File: config.mk
export PLATFORM = sky130hd
export DESIGN_NAME = sxrp_regs
export DESIGN_NICKNAME = d
export VERILOG_FILES = /design/src/hdl/sxrp_pkg.sv /design/src/hdl/sxrp_fault_if.sv /design/src/hdl/sxrp_id_width.sv /design/src/hdl/sxrp_regs.sv /design/src/hdl/sxrp_result_fmt.sv
export VERILOG_INCLUDE_DIRS = /design/src /design/src/hdl
export SDC_FILE = /design/constraint.sdc
export NUM_CORES = 1
export LEC_CHECK = 0
export BUFFER_PORTS_ARGS = -buffer_cell sky130_fd_sc_hd__buf_4
export CORE_MARGIN = 2
export CORE_UTILIZATION = 55
export CTS_BUF_LIST = sky130_fd_sc_hd__clkbuf_2
export DETAILED_ROUTE_END_ITERATION = 7
export PLACE_DENSITY_LB_ADDON = 0.3
export REMOVE_ABC_BUFFERS = 1
export SYNTH_ARGS = -nofsm -noshare
export SYNTH_HDL_FRONTEND = slang
export SYNTH_HIERARCHICAL = 1
export SYNTH_SLANG_ARGS = --single-unit
File: constraint.sdc
create_clock -name core_clk_i -period 5.1 [get_ports core_clk_i]
set_input_delay 1.02 -clock core_clk_i [delete_from_list [all_inputs] [get_ports core_clk_i]]
set_output_delay 1.02 -clock core_clk_i [all_outputs]
set_load 0.1 [all_outputs]
File: src/hdl/sxrp_defines.svh
// Offsets, field positions and reset values of the secure partition register slice.
`ifndef SXRP_DEFINES_SVH
`define SXRP_DEFINES_SVH

`define SXRP_OFF_RESULT_LO 16'h8118
`define SXRP_OFF_RESULT_HI 16'h811C
`define SXRP_OFF_CAPABILITY 16'h8130
`define SXRP_OFF_GLOBAL_CFG 16'h8138

`define SXRP_RES_IMPL_HI 63
`define SXRP_RES_IMPL_LO 60
`define SXRP_RES_ADDR_HI 51
`define SXRP_RES_ADDR_LO 12
`define SXRP_RES_ADDR_TOP_LO 48
`define SXRP_RES_CODE_HI 11
`define SXRP_RES_CODE_LO 4
`define SXRP_RES_IAS_BIT 3
`define SXRP_RES_CLASS_HI 2
`define SXRP_RES_CLASS_LO 1
`define SXRP_RES_FAIL_BIT 0

`define SXRP_CAP_ALT_BIT 25
`define SXRP_CAP_GRP_HI 23
`define SXRP_CAP_GRP_LO 16
`define SXRP_CAP_PID_HI 15
`define SXRP_CAP_PID_LO 0

`define SXRP_CFG_UPDATE_BIT 31
`define SXRP_CFG_SPACE_BIT 24
`define SXRP_CFG_GRP_HI 23
`define SXRP_CFG_GRP_LO 16
`define SXRP_CFG_PID_HI 15
`define SXRP_CFG_PID_LO 0

`define SXRP_CFG_RESET 32'h0000_0000
`define SXRP_UPDATE_LATENCY 4'h2

`endif

File: src/hdl/sxrp_pkg.sv
// Types shared by the secure partition register slice.
package sxrp_pkg;

	typedef enum logic [1:0] {
		SXRP_CLASS_S1_MISC = 2'h0,
		SXRP_CLASS_S2_DESC = 2'h1,
		SXRP_CLASS_S2_WALK = 2'h2,
		SXRP_CLASS_S2_INPUT = 2'h3
	} sxrp_class_t;

	typedef enum logic [2:0] {
		SXRP_UPD_IDLE = 3'h1,
		SXRP_UPD_WAIT = 3'h2,
		SXRP_UPD_DONE = 3'h4
	} sxrp_upd_state_t;

	typedef struct packed {
		logic [3:0] impl_bits;
		logic [39:0] page_addr;
		logic [7:0] code;
		logic s1_bypassed;
		logic input_ns;
		logic final_ns_s1;
		logic addr_valid;
		logic stream_secure;
		sxrp_class_t stage_class;
	} sxrp_fault_t;

endpackage : sxrp_pkg

File: src/hdl/sxrp_fault_if.sv
// Fault report carried from the capture logic to the result formatter.
`timescale 1ns/100ps
interface sxrp_fault_if;
	logic valid;
	sxrp_pkg::sxrp_fault_t fault;
	logic [63:0] word;

	modport capture (output valid, output fault, input word);
	modport format (input valid, input fault, output word);
endinterface : sxrp_fault_if

File: src/hdl/sxrp_id_width.sv
// Derives identifier widths from the limits and masks unsupported bits.
`timescale 1ns/100ps
module sxrp_id_width (
	input wire logic [7:0] grp_limit_i,
	input wire logic [15:0] pid_limit_i,
	output logic [4:0] grp_width_o,
	output logic [4:0] pid_width_o,
	output logic [7:0] grp_mask_o,
	output logic [15:0] pid_mask_o
);
	function automatic logic [4:0] sxrp_msb_width(input logic [15:0] v);
		logic [4:0] w;
		w = 5'h00;
		for (int i = 0; i < 16; i++) begin
			if (v[i]) begin
				w = 5'(i + 1);
			end
		end
		return w;
	endfunction : sxrp_msb_width

	function automatic logic [15:0] sxrp_width_mask(input logic [4:0] w);
		logic [16:0] m;
		m = (17'h0_0001 << w) - 17'h0_0001;
		return m[15:0];
	endfunction : sxrp_width_mask

	always_comb begin
		grp_width_o = sxrp_msb_width({8'h00, grp_limit_i});
		pid_width_o = sxrp_msb_width(pid_limit_i);
		grp_mask_o = 8'(sxrp_width_mask(grp_width_o));
		pid_mask_o = sxrp_width_mask(pid_width_o);
	end
endmodule : sxrp_id_width

File: src/hdl/sxrp_regs.sv
// Secure translation result and partition configuration register slice.
`timescale 1ns/100ps
`include "sxrp_defines.svh"

// Overview of operation
// Fault result word holds impl bits, page address, code, space bit, class, flag.
// Without 52-bit addressing, fault page address bits 51:48 read zero.
// Secure stream with recorded address reports stage 1 final space bit.
// When stage 1 was bypassed the request's input space bit is reported.
// Space bit is zero with no reported address or non-secure stream.
// Stage class 01 descriptor fetch, 10 table walk, 11 input, 00 other.
// Failure flag bit 0 is one whenever the operation faulted.
// Software leaves operation registers alone while an operation runs.
// Software reads the result only while the active bit is clear.
// Result and capability read zero for non-secure, read-only for secure.
// Partition registers exist only with secure interface and partitioning.
// Capability shows alt-space bit 25, group limit 23:16, id limit 15:0.
// Group width is highest set bit of group limit plus one.
// Identifier width is highest set bit of identifier limit plus one.
// Partitioning should report a non-zero identifier limit.
// Configuration bit 31 is the update flag, reset zero.
// Bit 24 selects secure or non-secure space, zero without support.
// Bits 23:16 give the internal monitor group, reset zero.
// Group limit comes from non-secure capability when alt space selected.
// Group bits above the supported width read zero.
// Bits 15:0 give the internal partition identifier, reset zero.
// Configuration writable by secure access only while update flag clear.
// Device clears update flag once new identifiers are in force.
module sxrp_regs #(
	parameter bit SECURE_PRESENT = 1'b1,
	parameter bit PARTITION_PRESENT = 1'b1,
	parameter bit SECURE_S2 = 1'b1,
	parameter bit ADDR_52BIT = 1'b1,
	parameter bit ALT_SPACE = 1'b1,
	parameter logic [7:0] S_GRP_LIMIT = 8'h0F,
	parameter logic [15:0] S_PID_LIMIT = 16'h0034
) (
	input wire logic core_clk_i,
	input wire logic reset_n_i,
	input wire logic reg_req_i,
	input wire logic reg_write_i,
	input wire logic reg_secure_i,
	input wire logic [15:0] reg_addr_i,
	input wire logic [31:0] reg_wdata_i,
	output logic [31:0] reg_rdata_o,
	input wire logic op_active_i,
	input wire logic fault_valid_i,
	input wire logic [3:0] fault_impl_i,
	input wire logic [39:0] fault_addr_i,
	input wire logic fault_addr_valid_i,
	input wire logic [7:0] fault_code_i,
	input wire logic fault_stream_secure_i,
	input wire logic fault_s1_bypassed_i,
	input wire logic fault_input_ns_i,
	input wire logic fault_final_ns_i,
	input wire logic [1:0] fault_class_i,
	input wire logic [7:0] ns_grp_limit_i,
	input wire logic [15:0] ns_pid_limit_i,
	input wire logic apply_ack_i,
	output logic apply_req_o,
	output logic internal_space_ns_o,
	output logic [7:0] internal_monitor_group_o,
	output logic [15:0] internal_partition_id_o
);
	localparam bit PART_ON = SECURE_PRESENT && PARTITION_PRESENT;

	// ============================================================
	// Fault capture and formatting
	sxrp_fault_if flt ();
	logic [63:0] result_reg;
	logic [63:0] result_next;

	always_comb begin
		flt.valid = fault_valid_i;
		flt.fault.impl_bits = fault_impl_i;
		flt.fault.page_addr = fault_addr_i;
		flt.fault.code = fault_code_i;
		flt.fault.s1_bypassed = fault_s1_bypassed_i;
		flt.fault.input_ns = fault_input_ns_i;
		flt.fault.final_ns_s1 = fault_final_ns_i;
		flt.fault.addr_valid = fault_addr_valid_i;
		flt.fault.stream_secure = fault_stream_secure_i;
		flt.fault.stage_class = sxrp_pkg::sxrp_class_t'(fault_class_i);
	end

	sxrp_result_fmt #(
		.SECURE_S2(SECURE_S2),
		.ADDR_52BIT(ADDR_52BIT)
	) u_fmt (
		.flt(flt.format)
	);

	// The result is only latched on a fault; success format lives elsewhere.
	always_comb begin
		result_next = result_reg;
		if (flt.valid) begin
			result_next = flt.word;
		end
	end

	always_ff @(posedge core_clk_i) begin
		if (!reset_n_i) begin
			result_reg <= 64'h0000_0000_0000_0000;
		end else begin
			result_reg <= result_next;
		end
	end

	// ============================================================
	// Capability values and identifier widths
	logic [31:0] cap_word;
	logic [7:0] grp_limit_sel;
	logic [4:0] grp_width;
	logic [7:0] grp_mask;
	logic [15:0] pid_mask;

	always_comb begin
		cap_word = 32'h0000_0000;
		if (PART_ON) begin
			cap_word[`SXRP_CAP_ALT_BIT] = ALT_SPACE;
			cap_word[`SXRP_CAP_GRP_HI:`SXRP_CAP_GRP_LO] = S_GRP_LIMIT;
			cap_word[`SXRP_CAP_PID_HI:`SXRP_CAP_PID_LO] = S_PID_LIMIT;
		end
	end

	// ============================================================
	// Global configuration register and update handshake
	logic [31:0] cfg_reg;
	logic [31:0] cfg_next;
	sxrp_pkg::sxrp_upd_state_t upd_reg;
	sxrp_pkg::sxrp_upd_state_t upd_next;
	logic apply_req_reg;
	logic apply_req_next;
	logic [7:0] grp_out_reg;
	logic [7:0] grp_out_next;
	logic [15:0] pid_out_reg;
	logic [15:0] pid_out_next;
	logic space_out_reg;
	logic space_out_next;
	logic cfg_wr;
	logic space_sel;
	logic alt_sel;

	// The widths follow the space being stored, so a write that switches
	// space is trimmed to the limits of the space it selects.
	assign space_sel = cfg_wr ? reg_wdata_i[`SXRP_CFG_SPACE_BIT]
		: cfg_reg[`SXRP_CFG_SPACE_BIT];
	assign alt_sel = ALT_SPACE && space_sel;

	always_comb begin
		grp_limit_sel = alt_sel ? ns_grp_limit_i : S_GRP_LIMIT;
	end

	sxrp_id_width u_width (
		.grp_limit_i(grp_limit_sel),
		.pid_limit_i(alt_sel ? ns_pid_limit_i : S_PID_LIMIT),
		.grp_width_o(grp_width),
		.pid_width_o(),
		.grp_mask_o(grp_mask),
		.pid_mask_o(pid_mask)
	);

	assign cfg_wr = PART_ON && reg_req_i && reg_write_i && reg_secure_i
		&& reg_addr_i == `SXRP_OFF_GLOBAL_CFG
		&& !cfg_reg[`SXRP_CFG_UPDATE_BIT];

	always_comb begin
		cfg_next = cfg_reg;
		upd_next = upd_reg;
		apply_req_next = 1'b0;
		if (cfg_wr) begin
			cfg_next[`SXRP_CFG_UPDATE_BIT] = reg_wdata_i[`SXRP_CFG_UPDATE_BIT];
			cfg_next[`SXRP_CFG_SPACE_BIT] = ALT_SPACE
				&& reg_wdata_i[`SXRP_CFG_SPACE_BIT];
			cfg_next[`SXRP_CFG_GRP_HI:`SXRP_CFG_GRP_LO] =
				reg_wdata_i[`SXRP_CFG_GRP_HI:`SXRP_CFG_GRP_LO];
			cfg_next[`SXRP_CFG_PID_HI:`SXRP_CFG_PID_LO] =
				reg_wdata_i[`SXRP_CFG_PID_HI:`SXRP_CFG_PID_LO];
		end
		// Bits above the width of the selected limit never store.
		cfg_next[`SXRP_CFG_GRP_HI:`SXRP_CFG_GRP_LO] =
			cfg_next[`SXRP_CFG_GRP_HI:`SXRP_CFG_GRP_LO] & grp_mask;
		cfg_next[`SXRP_CFG_PID_HI:`SXRP_CFG_PID_LO] =
			cfg_next[`SXRP_CFG_PID_HI:`SXRP_CFG_PID_LO] & pid_mask;
		case (upd_reg)
			sxrp_pkg::SXRP_UPD_IDLE: begin
				if (cfg_reg[`SXRP_CFG_UPDATE_BIT]) begin
					upd_next = sxrp_pkg::SXRP_UPD_WAIT;
					apply_req_next = 1'b1;
				end
			end
			sxrp_pkg::SXRP_UPD_WAIT: begin
				apply_req_next = 1'b1;
				if (apply_ack_i) begin
					apply_req_next = 1'b0;
					upd_next = sxrp_pkg::SXRP_UPD_DONE;
				end
			end
			sxrp_pkg::SXRP_UPD_DONE: begin
				cfg_next[`SXRP_CFG_UPDATE_BIT] = 1'b0;
				upd_next = sxrp_pkg::SXRP_UPD_IDLE;
			end
			default: begin
				upd_next = sxrp_pkg::SXRP_UPD_IDLE;
			end
		endcase
	end

	// New identifiers are published only at the acknowledge, so traffic
	// never sees a half-written set of values.
	always_comb begin
		grp_out_next = grp_out_reg;
		pid_out_next = pid_out_reg;
		space_out_next = space_out_reg;
		if (upd_reg == sxrp_pkg::SXRP_UPD_WAIT && apply_ack_i) begin
			grp_out_next = cfg_reg[`SXRP_CFG_GRP_HI:`SXRP_CFG_GRP_LO];
			pid_out_next = cfg_reg[`SXRP_CFG_PID_HI:`SXRP_CFG_PID_LO];
			space_out_next = cfg_reg[`SXRP_CFG_SPACE_BIT];
		end
	end

	always_ff @(posedge core_clk_i) begin
		if (!reset_n_i) begin
			cfg_reg <= `SXRP_CFG_RESET;
			upd_reg <= sxrp_pkg::SXRP_UPD_IDLE;
			apply_req_reg <= 1'b0;
			grp_out_reg <= 8'h00;
			pid_out_reg <= 16'h0000;
			space_out_reg <= 1'b0;
		end else begin
			cfg_reg <= cfg_next;
			upd_reg <= upd_next;
			apply_req_reg <= apply_req_next;
			grp_out_reg <= grp_out_next;
			pid_out_reg <= pid_out_next;
			space_out_reg <= space_out_next;
		end
	end

	assign apply_req_o = apply_req_reg;
	assign internal_monitor_group_o = grp_out_reg;
	assign internal_partition_id_o = pid_out_reg;
	assign internal_space_ns_o = space_out_reg;

	// ============================================================
	// Register read port
	logic [31:0] rdata_reg;
	logic [31:0] rdata_next;

	always_comb begin
		rdata_next = 32'h0000_0000;
		if (!reg_req_i || reg_write_i || !reg_secure_i) begin
			rdata_next = 32'h0000_0000;
		end else if (reg_addr_i == `SXRP_OFF_RESULT_LO) begin
			rdata_next = result_reg[31:0];
		end else if (reg_addr_i == `SXRP_OFF_RESULT_HI) begin
			rdata_next = result_reg[63:32];
		end else if (reg_addr_i == `SXRP_OFF_CAPABILITY) begin
			rdata_next = cap_word;
		end else if (reg_addr_i == `SXRP_OFF_GLOBAL_CFG) begin
			rdata_next = PART_ON ? cfg_reg : 32'h0000_0000;
		end
	end

	always_ff @(posedge core_clk_i) begin
		if (!reset_n_i) begin
			rdata_reg <= 32'h0000_0000;
		end else begin
			rdata_reg <= rdata_next;
		end
	end

	assign reg_rdata_o = rdata_reg;

	// ============================================================
	// Checks
	chk_nonsec_raz: assert property (
		@(posedge core_clk_i) disable iff (!reset_n_i)
		reg_req_i && !reg_secure_i |=> reg_rdata_o == 32'h0000_0000)
		else $error("non-secure read returned data");
	chk_fault_flag: assert property (
		@(posedge core_clk_i) disable iff (!reset_n_i)
		fault_valid_i |=> result_reg[0] && result_reg[59:52] == 8'h00)
		else $error("fault flag or reserved bits wrong");
	chk_ias_ns_zero: assert property (
		@(posedge core_clk_i) disable iff (!reset_n_i)
		fault_valid_i && !fault_stream_secure_i |=> !result_reg[3])
		else $error("space bit set for non-secure stream");
	chk_ias_bypass: assert property (
		@(posedge core_clk_i) disable iff (!reset_n_i)
		fault_valid_i && fault_stream_secure_i && fault_addr_valid_i
		&& fault_s1_bypassed_i && SECURE_S2
		|=> result_reg[3] == $past(fault_input_ns_i))
		else $error("bypass space bit mismatch");
	chk_class_copy: assert property (
		@(posedge core_clk_i) disable iff (!reset_n_i)
		fault_valid_i |=> result_reg[2:1] == $past(fault_class_i))
		else $error("stage class mismatch");
	chk_cfg_locked: assert property (
		@(posedge core_clk_i) disable iff (!reset_n_i)
		cfg_reg[31] && upd_reg == sxrp_pkg::SXRP_UPD_IDLE
		|=> cfg_reg[23:0] == $past(cfg_reg[23:0]))
		else $error("configuration changed while update pending");
	chk_update_clear: assert property (
		@(posedge core_clk_i) disable iff (!reset_n_i)
		upd_reg == sxrp_pkg::SXRP_UPD_WAIT && apply_ack_i
		|=> ##1 !cfg_reg[31] && grp_out_reg == $past(cfg_reg[23:16], 2))
		else $error("update flag not cleared after apply");
	chk_grp_width: assert property (
		@(posedge core_clk_i) disable iff (!reset_n_i)
		1'b1 |=> (cfg_reg[23:16] & ~$past(grp_mask)) == 8'h00
		&& (cfg_reg[15:0] & ~$past(pid_mask)) == 16'h0000)
		else $error("identifier above supported width");
	chk_space_write: assert property (
		@(posedge core_clk_i) disable iff (!reset_n_i)
		cfg_wr |=> cfg_reg[24] == (ALT_SPACE && $past(reg_wdata_i[24])))
		else $error("space select stored wrongly");
	chk_cap_width: assert property (
		@(posedge core_clk_i) disable iff (!reset_n_i)
		!alt_sel |-> grp_width == 5'($clog2(int'(S_GRP_LIMIT) + 1)))
		else $error("monitor group width wrong");
endmodule : sxrp_regs

File: src/hdl/sxrp_result_fmt.sv
// Builds the 64-bit fault-format translation result word.
`timescale 1ns/100ps
`include "sxrp_defines.svh"
module sxrp_result_fmt #(
	parameter bit SECURE_S2 = 1'b1,
	parameter bit ADDR_52BIT = 1'b1
) (
	sxrp_fault_if.format flt
);
	logic ias_ns;
	logic [39:0] addr;

	always_comb begin
		// Stage 1 bypass reports the request's own input attribute.
		if (!SECURE_S2 || !flt.fault.stream_secure || !flt.fault.addr_valid) begin
			ias_ns = 1'b0;
		end else if (flt.fault.s1_bypassed) begin
			ias_ns = flt.fault.input_ns;
		end else begin
			ias_ns = flt.fault.final_ns_s1;
		end
		addr = flt.fault.addr_valid ? flt.fault.page_addr : 40'h00_0000_0000;
		if (!ADDR_52BIT) begin
			addr[39:36] = 4'h0;
		end
		flt.word = 64'h0000_0000_0000_0000;
		flt.word[`SXRP_RES_IMPL_HI:`SXRP_RES_IMPL_LO] = flt.fault.impl_bits;
		flt.word[`SXRP_RES_ADDR_HI:`SXRP_RES_ADDR_LO] = addr;
		flt.word[`SXRP_RES_CODE_HI:`SXRP_RES_CODE_LO] = flt.fault.code;
		flt.word[`SXRP_RES_IAS_BIT] = ias_ns;
		flt.word[`SXRP_RES_CLASS_HI:`SXRP_RES_CLASS_LO] = flt.fault.stage_class;
		flt.word[`SXRP_RES_FAIL_BIT] = 1'b1;
	end
endmodule : sxrp_result_fmt

==> results of run 1 <==
==> worst paths after layout <==
kind                                 start                                      end  slack [ns]
setup / recovery             reg_addr_i[6]                   cfg_reg[10]$_SDFF_PN0_        0.91
hold reg to reg      cfg_reg[9]$_SDFF_PN0_  internal_partition_id_o[9]$_SDFFE_PN0P_        0.45
hold / removal       cfg_reg[9]$_SDFF_PN0_  internal_partition_id_o[9]$_SDFFE_PN0P_        0.45
setup reg to reg  cfg_reg[31]$_SDFFE_PP0N_                   cfg_reg[10]$_SDFF_PN0_        1.08
==> report_power, final <==
part	switching, W	leakage [nW]	internal (W)
Clock	0.000411	0.161	0.000316
Sequential	0.0000114	1.22	0.00121
Combinational	0.000103	2.46	0.000129
==> metrics by stage <==
stage          area (µm²)  total power (W)  utilization  setup TNS (ns)
3_5_place_dp         8950          0.00147        0.671               0
6_report             9210          0.00218        0.690               0
3_3_place_gp         8950          0.00147        0.671               0
4_1_cts              9200          0.00219        0.690               0
5_1_grt              9210          0.00226        0.690               0
2_1_floorplan        7160          0.00133            -          -0.795
==> critical path, cell delays in order <==
cell                       delay [ns]
sky130_fd_sc_hd__buf_4           0.12
sky130_fd_sc_hd__nor4b_4         0.37
sky130_fd_sc_hd__nand4_4         0.15
sky130_fd_sc_hd__o21ai_2         0.39
sky130_fd_sc_hd__buf_4           0.25
sky130_fd_sc_hd__a21boi_1        0.12
sky130_fd_sc_hd__nor3_1          0.44
sky130_fd_sc_hd__nand2_1         0.20
sky130_fd_sc_hd__nor2_2          0.15
sky130_fd_sc_hd__nand2_1         0.09
sky130_fd_sc_hd__or3_1           0.35
sky130_fd_sc_hd__ha_1            0.36
sky130_fd_sc_hd__nor3_1          0.35
sky130_fd_sc_hd__o211ai_1        0.16
sky130_fd_sc_hd__o211ai_1        0.13
sky130_fd_sc_hd__nand2_1         0.07
sky130_fd_sc_hd__a21oi_1         0.13
==> routing by layer <==
layer	vias up	share of wire	GRT usage	wire, µm
met5	-	0	0	0
met4	0	0.019	0.0862	365
met3	30	0.054	0.0564	1030
met2	205	0.45	0.401	8690
met1	3070	0.47	0.370	9040
li1	3280	-	-	-
==> cell type report <==
type,instances,share of cell area
Multi-Input combinational cell,609,0.438
Antenna cell,1,0.000272
Tap cell,176,0.0239
Timing Repair Buffer,209,0.170
Clock buffer,19,0.0103
Inverter,28,0.0114
Clock inverter,11,0.0171
Sequential cell,151,0.328
==> reports/metrics.sh, run 1 <==
RESULT_OF_THE_RUN='finished, final reports clean'
INITIAL_UTILIZATION=0.569
CLOCKBUFFERDEPTH=2
STATIC_LEAK_nW=3.85
CTS.HTREE.LEVELS=4
POSTCTSRESIZEDCELLS=0
DESIGN.CORE.AREA_UM2=13300
WHS_NS=0.455
TRITONCTS='built'
FINAL-INSTANCE-COUNT-EXCL-FILL=1204
ROUTED_WIRELENGTH_MM=19.1
TRITONCTS.NUM_BUFFERS=17
AREA_DELTA_SYNTH_FINAL_PCT=21.2
DIE-AREA_UM2=14800
NUMBER_OF_FLIP_FLOPS_UNDER_THE_LARGEST_REGISTER_NAME=64
POST_DRT_WL_PER_CELL_UM=15.9
POSTSYNTHCELLCOUNT=871
CP-START-KIND='input pin'
CTS.CLK_SLEW.WORST_PATHS_NS=0.20
FINAL_NET_COUNT=1157
POST_SYNTH_INSTANCE_AREA_UM2=7590
WORSTSKEWPAIRLATENCY_NS=0.72
POST-PLACE-CELLS=1173
HPWLAFTERDP_MM=13.2
PRECTSSETUPSLACK_NS=0.277
AVGSYNTHCELLAREA_UM2=8.72
FP-ROW-COUNT=42
ANTENNA_FOUND_INITIAL=1
LAYOUT_COMMONEST_CELL='sky130_fd_sc_hd__buf_4'
DIE_WIDTH_UM=122
DIE_H_UM=122
LARGEST_NET_DEGREE_AT_THE_START_OF_GLOBAL_ROUTING=114
DETAILROUTE.VIA_COUNT=6585
RELSLEWSLACK=0.241
FILLERS=1131
DETAIL_ROUTE.ITER0.VIOLATIONS=594
VDD_DROP_MAX_mV=0.144
VIAS_PER_CELL=5.47
POST_ROUTE_CELLS_DRIVE_ABOVE_1_SHARE=0.262
FINAL_HOLD_VIOL_COUNT=0
GRT_PASS1_WL_MM=30.5
GRT_USE_TOTAL=0.263
SKEW_NS=0.0244
TIMING.CRITICAL_PATH.ARRIVAL_NS=4.84
GRT_SETUP_UNREPAIRED='no'
HOLDCRITPATHCLASS='flip-flop to flip-flop'
NUMPORTBUFFERS=189
TIMING_WORST_SETUP_PATH_TYPE='input pin to flip-flop'
WORST_R2R_PATH_DEPTH=16
ACHIEVABLE-FREQUENCY_GHz=0.239
FINAL_WTD_CONGESTION=0.911
HOLD_BUFFERS=0
MULTIINPUTGATEAREA_UM2=4030
REQUIRED_NS=5.76
CLOCK_SINKS=151
LAYOUT_WORST_PATH_CYCLE_SHARE=0.821
POST-ROUTE-DRC-COUNT=0
WORST_SLEW_PIN_SLEW_NS=1.14
IO-PIN-COUNT=197
MAX_CAP_VIOLATIONS=0
ANTENNA_LEFT=0
REPORT.FINAL.SLEW_VIOL_COUNT=0
FINALWORSTPATHREQUIREDPERIOD_NS=4.19
CTS_ROOT_BUFFER='sky130_fd_sc_hd__clkbuf_2'
GLOBAL_ROUTE.OVERFLOW_TOTAL=0
VIA_COUNT_OF_THE_FIRST_GLOBAL_ROUTING_PASS=6017
SETUP_VIOL=0
AREA.SEQUENTIAL_UM2=3020
DRT_PRE_ANTENNA_ITERS=5
MOSTFREQUENTLAYOUTCELLS='sky130_fd_sc_hd__buf_4, sky130_fd_sc_hd__dfxtp_1, sky130_fd_sc_hd__nor2b_1'
SETUP.WORST_PATH.END_CLASS='flip-flop'
MIN_DELAY_PATH_DEPTH=2
CTS_SETUP_BUFFERS=0
CRITPATHMAXFANOUT=15
YOSYS_WARNINGS=6
POWER_DENSITY_nW_PER_UM2=236
FINALWORSTSETUPSLACK_NS=0.911
No activity file was read; power rests on OpenSTA's default activity.
==> inputs of run 2 (changes only) <==
- clock period: 5.1 -> 4.2 ns (I/O delays scaled with it)
==> reports/metrics.sh, run 2 (synthesized netlist as in run 1, its figures left out) <==
RESULT_OF_THE_RUN='finished, final reports clean'  # unchanged
LAYOUT_WORST_PATH_CYCLE_SHARE=0.887
POST_ROUTE_CELLS_DRIVE_ABOVE_1_SHARE=0.280  # was 0.262
LARGEST_NET_DEGREE_AT_THE_START_OF_GLOBAL_ROUTING=117  # was 114
STATIC_LEAK_nW=3.96  # was 3.85 nW
CTS.CLK_SLEW.WORST_PATHS_NS=0.20  # about the same
WORSTSKEWPAIRLATENCY_NS=0.73  # was 0.72 ns
ROUTED_WIRELENGTH_MM=19.5  # was 19.1 mm
CP-START-KIND='flip-flop'  # was input pin
DIE-AREA_UM2=14800  # unchanged
INITIAL_UTILIZATION=0.569  # unchanged
GRT_PASS1_WL_MM=31.3  # was 30.5 mm
MULTIINPUTGATEAREA_UM2=4030  # unchanged
CLOCKBUFFERDEPTH=2  # unchanged
DRT_PRE_ANTENNA_ITERS=5  # unchanged
FINAL_HOLD_VIOL_COUNT=0  # unchanged
SKEW_NS=0.0250  # was 0.0244 ns
WORST_SLEW_PIN_SLEW_NS=1.17  # was 1.14 ns
SETUP_VIOL=0  # unchanged
NUMBER_OF_FLIP_FLOPS_UNDER_THE_LARGEST_REGISTER_NAME=64  # unchanged
TIMING_WORST_SETUP_PATH_TYPE='flip-flop to flip-flop'  # was input pin to flip-flop
GRT_USE_TOTAL=0.267  # was 0.263
MAX_CAP_VIOLATIONS=0  # unchanged
NUMPORTBUFFERS=189  # unchanged
GRT_SETUP_UNREPAIRED='no'  # unchanged
ANTENNA_FOUND_INITIAL=1  # unchanged
POWER_DENSITY_nW_PER_UM2=277  # was 236 nW/µm²
DETAILROUTE.VIA_COUNT=6766  # was 6585
PLACED_AREA_UM2=9150  # was 8950 µm²
ANTENNA_LEFT=0  # unchanged
DIE_WIDTH_UM=122  # unchanged
FP-ROW-COUNT=42  # unchanged
CLOCK_SINKS=151  # unchanged
HPWLAFTERDP_MM=13.6  # was 13.2 mm
MOSTFREQUENTLAYOUTCELLS='sky130_fd_sc_hd__buf_4, sky130_fd_sc_hd__dfxtp_1, sky130_fd_sc_hd__nor2b_1'  # unchanged
TIMING.CRITICAL_PATH.ARRIVAL_NS=4.40  # was 4.84 ns
LAYOUT.CELL_AREA.NON_FILLER_UM2=9390  # was 9210 µm²
GLOBAL_ROUTE.OVERFLOW_TOTAL=0  # unchanged
DIE_H_UM=122  # unchanged
VIA_COUNT_OF_THE_FIRST_GLOBAL_ROUTING_PASS=6355  # was 6017
FINALWORSTPATHREQUIREDPERIOD_NS=3.73
REQUIRED_NS=4.87  # was 5.76 ns
HOLDCRITPATHCLASS='input pin to flip-flop'  # was flip-flop to flip-flop
POST-ROUTE-DRC-COUNT=0  # unchanged
ACHIEVABLE-FREQUENCY_GHz=0.268
FINAL-INSTANCE-COUNT-EXCL-FILL=1230  # was 1204
FILLERS=1145  # was 1131
POST-PLACE-CELLS=1200  # was 1173
AREA_DELTA_SYNTH_FINAL_PCT=23.6  # was 21.2%
CTS_ROOT_BUFFER='sky130_fd_sc_hd__clkbuf_2'  # unchanged
SETUP.WORST_PATH.END_CLASS='flip-flop'  # unchanged
DETAIL_ROUTE.ITER0.VIOLATIONS=602  # was 594
HOLD_BUFFERS=0  # unchanged
POST_DRT_WL_PER_CELL_UM=15.8  # was 15.9 µm
FINAL_NET_COUNT=1184  # was 1157
CRITPATHMAXFANOUT=11  # was 15
CTS.HTREE.LEVELS=4  # unchanged
LAYOUT_COMMONEST_CELL='sky130_fd_sc_hd__buf_4'  # unchanged
REPORT.FINAL.SLEW_VIOL_COUNT=0  # unchanged
RELSLEWSLACK=0.222  # was 0.241
VDD_DROP_MAX_mV=0.284  # was 0.144 mV
AREA.SEQUENTIAL_UM2=3020  # unchanged
CTS_SETUP_BUFFERS=0  # unchanged
DESIGN.CORE.AREA_UM2=13300  # unchanged
VIAS_PER_CELL=5.50  # was 5.47
TRITONCTS='built'  # unchanged
FINAL_WTD_CONGESTION=0.913  # was 0.911
POSTCTSRESIZEDCELLS=0  # unchanged
IO-PIN-COUNT=197  # unchanged
TRITONCTS.NUM_BUFFERS=17  # unchanged
[run 2: cell types whose count changed in the layout (fill, tap and decap cells not counted), sizes merged]
cell | before | now
bufinv | 4 | 3
clkinvlp | 0 | 1
clkinv | 7 | 4
clkbuf | 19 | 21
buf | 209 | 236
[run 2: critical path: stages (launching register included)]
cell and delay [ns]:
sky130_fd_sc_hd__dfxtp_1 0.47, sky130_fd_sc_hd__and4b_1 0.24, sky130_fd_sc_hd__and3_1 0.21, sky130_fd_sc_hd__nand4_2 0.13
sky130_fd_sc_hd__buf_4 0.17, sky130_fd_sc_hd__a21boi_1 0.13, sky130_fd_sc_hd__or3b_1 0.41, sky130_fd_sc_hd__a311oi_2 0.26
sky130_fd_sc_hd__a31oi_2 0.07, sky130_fd_sc_hd__nor2b_4 0.14, sky130_fd_sc_hd__or3_1 0.38, sky130_fd_sc_hd__ha_1 0.31
sky130_fd_sc_hd__nor3_1 0.30, sky130_fd_sc_hd__o211ai_1 0.15, sky130_fd_sc_hd__o211ai_1 0.12, sky130_fd_sc_hd__nand2_1 0.07
sky130_fd_sc_hd__a21oi_1 0.14
[run 2: layout make-up]
class                           instances  area share
Inverter                               28      0.0112
Clock inverter                          8      0.0136
Timing Repair Buffer                  236       0.189
Multi-Input combinational cell        609       0.430
Clock buffer                           21      0.0112
Sequential cell                       151       0.322
Antenna cell                            1    0.000267
Tap cell                              176      0.0235
[run 2: report_power, final]
group	internal (W)	switching, W	total, W
clock	0.000333	0.000505	0.000838
sequential	0.00146	0.0000139	0.00148
combinational	0.000160	0.000125	0.000284
[run 2: routing by layer]
layer	wire (µm)	up-vias	global-route usage
li1	-	3334	-
met1	9030	3188	0.369
met2	8890	209	0.417
met3	1060	35	0.0470
met4	487	0	0.103
met5	0	-	0
[run 2: through the flow]
step | utilization | TNS, ns | setup slack, ns | hold WS [ns] | total power [W]
final | 0.703 | 0 | 0.474 | 0.352 | 0.00260
after global routing | 0.703 | 0 | 0.146 | 0.285 | 0.00270
after CTS | 0.703 | 0 | 0.469 | 0.276 | 0.00261
after floorplan | - | -6.77 | -0.921 | 0.437 | 0.00161
after detailed placement | 0.686 | -0.934 | -0.179 | 0.450 | 0.00179
after global placement | 0.686 | -0.619 | -0.151 | 0.443 | 0.00178
[run 2: worst paths after layout]
kind	start	to	slack (ns)	cells after the start
max	cfg_reg[31]$_SDFFE_PP0N_	cfg_reg[10]$_SDFF_PN0_	0.47	16
max reg2reg	cfg_reg[31]$_SDFFE_PP0N_	cfg_reg[10]$_SDFF_PN0_	0.47	16
min reg2reg	internal_monitor_group_o[4]$_SDFFE_PN0P_	internal_monitor_group_o[4]$_SDFFE_PN0P_	0.47	2
min	reg_wdata_i[21]	cfg_reg[21]$_SDFF_PN0_	0.35	3
==> inputs of run 3 (changes only) <==
- ABC_AREA: not set -> 1
- CORE_UTILIZATION: 55 -> 56
==> reports/metrics.sh, run 3 <==
RESULT_OF_THE_RUN='finished, final reports clean'  # unchanged
WORST_R2R_PATH_DEPTH=19  # was 16
POSTSYNTHCELLCOUNT=1168  # was 871
SETUP_VIOL=0  # unchanged
HOLD_START='fault_code_i[5]'  # was reg_wdata_i[21]
POWER.NET_SWITCHING_W=0.000664  # was 0.000644 W
CELL_INTERNAL_PWR_W=0.00187  # was 0.00196 W
STATIC_LEAK_nW=5.19  # was 3.96 nW
FINAL_NET_COUNT=1462  # was 1184
WORST-PATH-BUF-INV=3  # was 1
CTS.HTREE.LEVELS=4  # unchanged
AREA_DELTA_SYNTH_FINAL_PCT=20.1  # was 23.6%
DESIGN.CORE.AREA_UM2=13800  # was 13300 µm²
IO-PIN-COUNT=197  # unchanged
FINAL_WTD_CONGESTION=0.930  # was 0.913
POST_DRT_WL_PER_CELL_UM=13.0  # was 15.8 µm
CRITICAL_PATH.SLOWEST_CELL='sky130_fd_sc_hd__dfxtp_1'  # unchanged
WORSTSKEWPAIRLATENCY_NS=0.74  # was 0.73 ns
VIA_COUNT_OF_THE_FIRST_GLOBAL_ROUTING_PASS=6808  # was 6355
FINAL_HOLD_VIOL_COUNT=0  # unchanged
FINALWORSTPATHREQUIREDPERIOD_NS=3.51  # was 3.73 ns
DETAILROUTE.VIA_COUNT=7501  # was 6766
REPORT.FINAL.SLEW_VIOL_COUNT=0  # unchanged
CTS_SETUP_BUFFERS=0  # unchanged
CRITICAL_PATH.MAX_STAGE_DELAY_NS=0.41  # was 0.47 ns
AVGSYNTHCELLAREA_UM2=6.69  # was 8.72 µm²
TOTAL_POWER_W=0.00253  # was 0.00260 W
REGTOREGSETUPSLACK_NS=0.69  # was 0.47 ns
CRITPATHMAXFANOUT=9  # was 11
TIMING.CRITICAL_PATH.ARRIVAL_NS=4.18  # was 4.40 ns
POST_SYNTH_INSTANCE_AREA_UM2=7810  # was 7590 µm²
NUMPORTBUFFERS=189  # unchanged
POWER.SHARE.SEQUENTIAL=0.589  # was 0.568
CTS_ROOT_BUFFER='sky130_fd_sc_hd__clkbuf_2'  # unchanged
GRT_SETUP_UNREPAIRED='no'  # unchanged
HOLDCRITPATHCLASS='input pin to flip-flop'  # unchanged
SWSHARE=0.262  # was 0.247
POST_ROUTE_CELLS_DRIVE_ABOVE_1_SHARE=0.235  # was 0.280
CP_CELL_SEQUENCE='nor4_4, nand3_2, o21ai_4, buf_4, nor2_2, nor2_1, nand2_1, o21ai_1, inv_2, nor2_8, inv_2, nand4_1, ha_1, nand3_1, nor2_2, nand2_2, xor2_1, nand2_1, nor3_1'  # was and4b_1, and3_1, nand4_2, buf_4, a21boi_1, or3b_1, a311oi_2, a31oi_2, nor2b_4, or3_1, ha_1, nor3_1, o211ai_1, o211ai_1, nand2_1, a21oi_1
TRITONCTS.NUM_BUFFERS=17  # unchanged
GRT_PASS1_WL_MM=31.5  # was 31.3 mm
GRT_USE_TOTAL=0.268  # was 0.267
DETAIL_ROUTE.ITER0.VIOLATIONS=575  # was 602
RELSLEWSLACK=0.241  # was 0.222
YOSYS_WARNINGS=6  # unchanged
AREA.SEQUENTIAL_UM2=3020  # unchanged
SETUP.WORST_PATH.END_CLASS='flip-flop'  # unchanged
NUMBER_OF_FLIP_FLOPS_UNDER_THE_LARGEST_REGISTER_NAME=64  # unchanged
MIN_DELAY_WORST_ENDPOINT='result_reg[9]$_SDFFE_PN0P_'  # was cfg_reg[21]$_SDFF_PN0_
CLOCKBUFFERDEPTH=2  # unchanged
DIE_WIDTH_UM=122  # about the same
CLOCK_SINKS=151  # unchanged
HPWLAFTERDP_MM=13.6  # about the same
ANTENNA_LEFT=0  # unchanged
MIN_DELAY_PATH_DEPTH=3  # unchanged
SHARE_COMB_OF_TOTAL_POWER=0.097  # was 0.109
CLOCKPOWERSHARE=0.314  # was 0.322
MAX_CAP_VIOLATIONS=0  # unchanged
REQUIRED_NS=4.87  # about the same
FINAL_SUM_OF_NEGATIVE_SETUP_SLACK_NS=0  # unchanged
DIE-AREA_UM2=14900  # was 14800 µm²
HOLD_BUFFERS=0  # unchanged
POSTCTSRESIZEDCELLS=0  # unchanged
VIAS_PER_CELL=4.95  # was 5.50
TRITONCTS='built'  # unchanged
LAYOUT_WORST_PATH_CYCLE_SHARE=0.835  # was 0.887
LAYOUT_COMMONEST_CELL='sky130_fd_sc_hd__nor2_1'  # was sky130_fd_sc_hd__buf_4
POST-ROUTE-DRC-COUNT=0  # unchanged
WHS_NS=0.300  # was 0.352 ns
TIMING.RR.START='cfg_reg[31]$_SDFFE_PP0N_'  # unchanged
MULTIINPUTGATEAREA_UM2=3620  # was 4030 µm²
ANTENNA_FOUND_INITIAL=0  # was 1
CP-START-KIND='flip-flop'  # unchanged
TIMING_WORST_SETUP_PATH_TYPE='flip-flop to flip-flop'  # unchanged
DRT_PRE_ANTENNA_ITERS=5  # unchanged
FP-ROW-COUNT=43  # was 42
MOSTFREQUENTLAYOUTCELLS='sky130_fd_sc_hd__nor2_1, sky130_fd_sc_hd__buf_4, sky130_fd_sc_hd__inv_1'  # was sky130_fd_sc_hd__buf_4, sky130_fd_sc_hd__dfxtp_1, sky130_fd_sc_hd__nor2b_1
KIND_OF_CELL_ADDING_THE_MOST_DELAY_TO_THE_CRITICAL_PATH='simple AND/OR/NAND/NOR gates'  # unchanged
WORST_SLEW_PIN_SLEW_NS=1.14  # was 1.17 ns
CTS.CLK_SLEW.WORST_PATHS_NS=0.21  # was 0.20 ns
SKEW_NS=0.0199  # was 0.0250 ns
INITIAL_UTILIZATION=0.567  # was 0.569
POWER_DENSITY_nW_PER_UM2=270  # was 277 nW/µm²
GLOBAL_ROUTE.OVERFLOW_TOTAL=0  # unchanged
WORST_R2R_DST='cfg_reg[8]$_SDFF_PN0_'  # was cfg_reg[10]$_SDFF_PN0_
LARGEST_NET_DEGREE_AT_THE_START_OF_GLOBAL_ROUTING=66  # was 117
ROUTED_WIRELENGTH_MM=19.6  # was 19.5 mm
FILLERS=1302  # was 1145
DIE_H_UM=122  # about the same
VDD_DROP_MAX_mV=0.199  # was 0.284 mV
ACHIEVABLE-FREQUENCY_GHz=0.285  # was 0.268 GHz
-- run 3: worst register-to-register path, stage by stage (launching register included) --
cell and delay, ns:
sky130_fd_sc_hd__dfxtp_1 0.41, sky130_fd_sc_hd__nor4_4 0.35, sky130_fd_sc_hd__nand3_2 0.17, sky130_fd_sc_hd__o21ai_4 0.34, sky130_fd_sc_hd__buf_4 0.27, sky130_fd_sc_hd__nor2_2 0.05
sky130_fd_sc_hd__nor2_1 0.13, sky130_fd_sc_hd__nand2_1 0.09, sky130_fd_sc_hd__o21ai_1 0.17, sky130_fd_sc_hd__inv_2 0.08, sky130_fd_sc_hd__nor2_8 0.15, sky130_fd_sc_hd__inv_2 0.07
sky130_fd_sc_hd__nand4_1 0.11, sky130_fd_sc_hd__ha_1 0.23, sky130_fd_sc_hd__nand3_1 0.14, sky130_fd_sc_hd__nor2_2 0.20, sky130_fd_sc_hd__nand2_2 0.07, sky130_fd_sc_hd__xor2_1 0.16
sky130_fd_sc_hd__nand2_1 0.08, sky130_fd_sc_hd__nor3_1 0.18
-- run 3: worst max-delay path by stage --
stage	end	start	cells after the start	slack (ns)
floorplan	cfg_reg[6]$_SDFF_PN0_	reg_addr_i[1]	31	0.13
global placement	cfg_reg[14]$_SDFF_PN0_	reg_addr_i[1]	24	0.03
detailed placement	cfg_reg[14]$_SDFF_PN0_	reg_addr_i[1]	24	-0.06
CTS	cfg_reg[6]$_SDFF_PN0_	cfg_reg[31]$_SDFFE_PP0N_	20	0.65
global route	cfg_reg[14]$_SDFF_PN0_	cfg_reg[31]$_SDFFE_PP0N_	21	0.27
finish	cfg_reg[8]$_SDFF_PN0_	cfg_reg[31]$_SDFFE_PP0N_	19	0.69
-- run 3: area by class of cell --
type	count	area share
Clock buffer	19	0.0101
Tap cell	180	0.0240
Clock inverter	13	0.0140
Multi-Input combinational cell	753	0.386
Timing Repair Buffer	209	0.167
Sequential cell	151	0.322
Inverter	189	0.0756
Antenna cell	1	0.000267
-- run 3: stage by stage --
| step | cells | worst slack [ns] | instance area (µm²) | utilization |
|---|---|---|---|---|
| 4_1_cts | 1514 | 0.653 | 9380 | 0.681 |
| 6_report | 1515 | 0.693 | 9380 | 0.681 |
| 5_1_grt | 1514 | 0.272 | 9380 | 0.681 |
| 3_3_place_gp | 1482 | 0.0341 | 9150 | 0.664 |
| 2_1_floorplan | 1093 | 0.126 | 7350 | - |
| 3_5_place_dp | 1482 | -0.0553 | 9150 | 0.664 |
-- run 3: power by group through the flow --
| stage | Clock (W) | Combinational (W) | Sequential, W |
|---|---|---|---|
| floorplan | 0 | 0.0000975 | 0.00152 |
| global placement | 0 | 0.000242 | 0.00152 |
| detailed placement | 0 | 0.000245 | 0.00152 |
| CTS | 0.000807 | 0.000247 | 0.00149 |
| global route | 0.000867 | 0.000278 | 0.00150 |
| finish | 0.000796 | 0.000247 | 0.00149 |
-- run 3: per-layer routing --
layer  routed length (µm)  track usage  part of all wire
met3                 1320       0.0604             0.067
met1                 8700        0.344              0.44
met5                    0            0                 0
met4                  531        0.101             0.027
met2                 9080        0.441              0.46
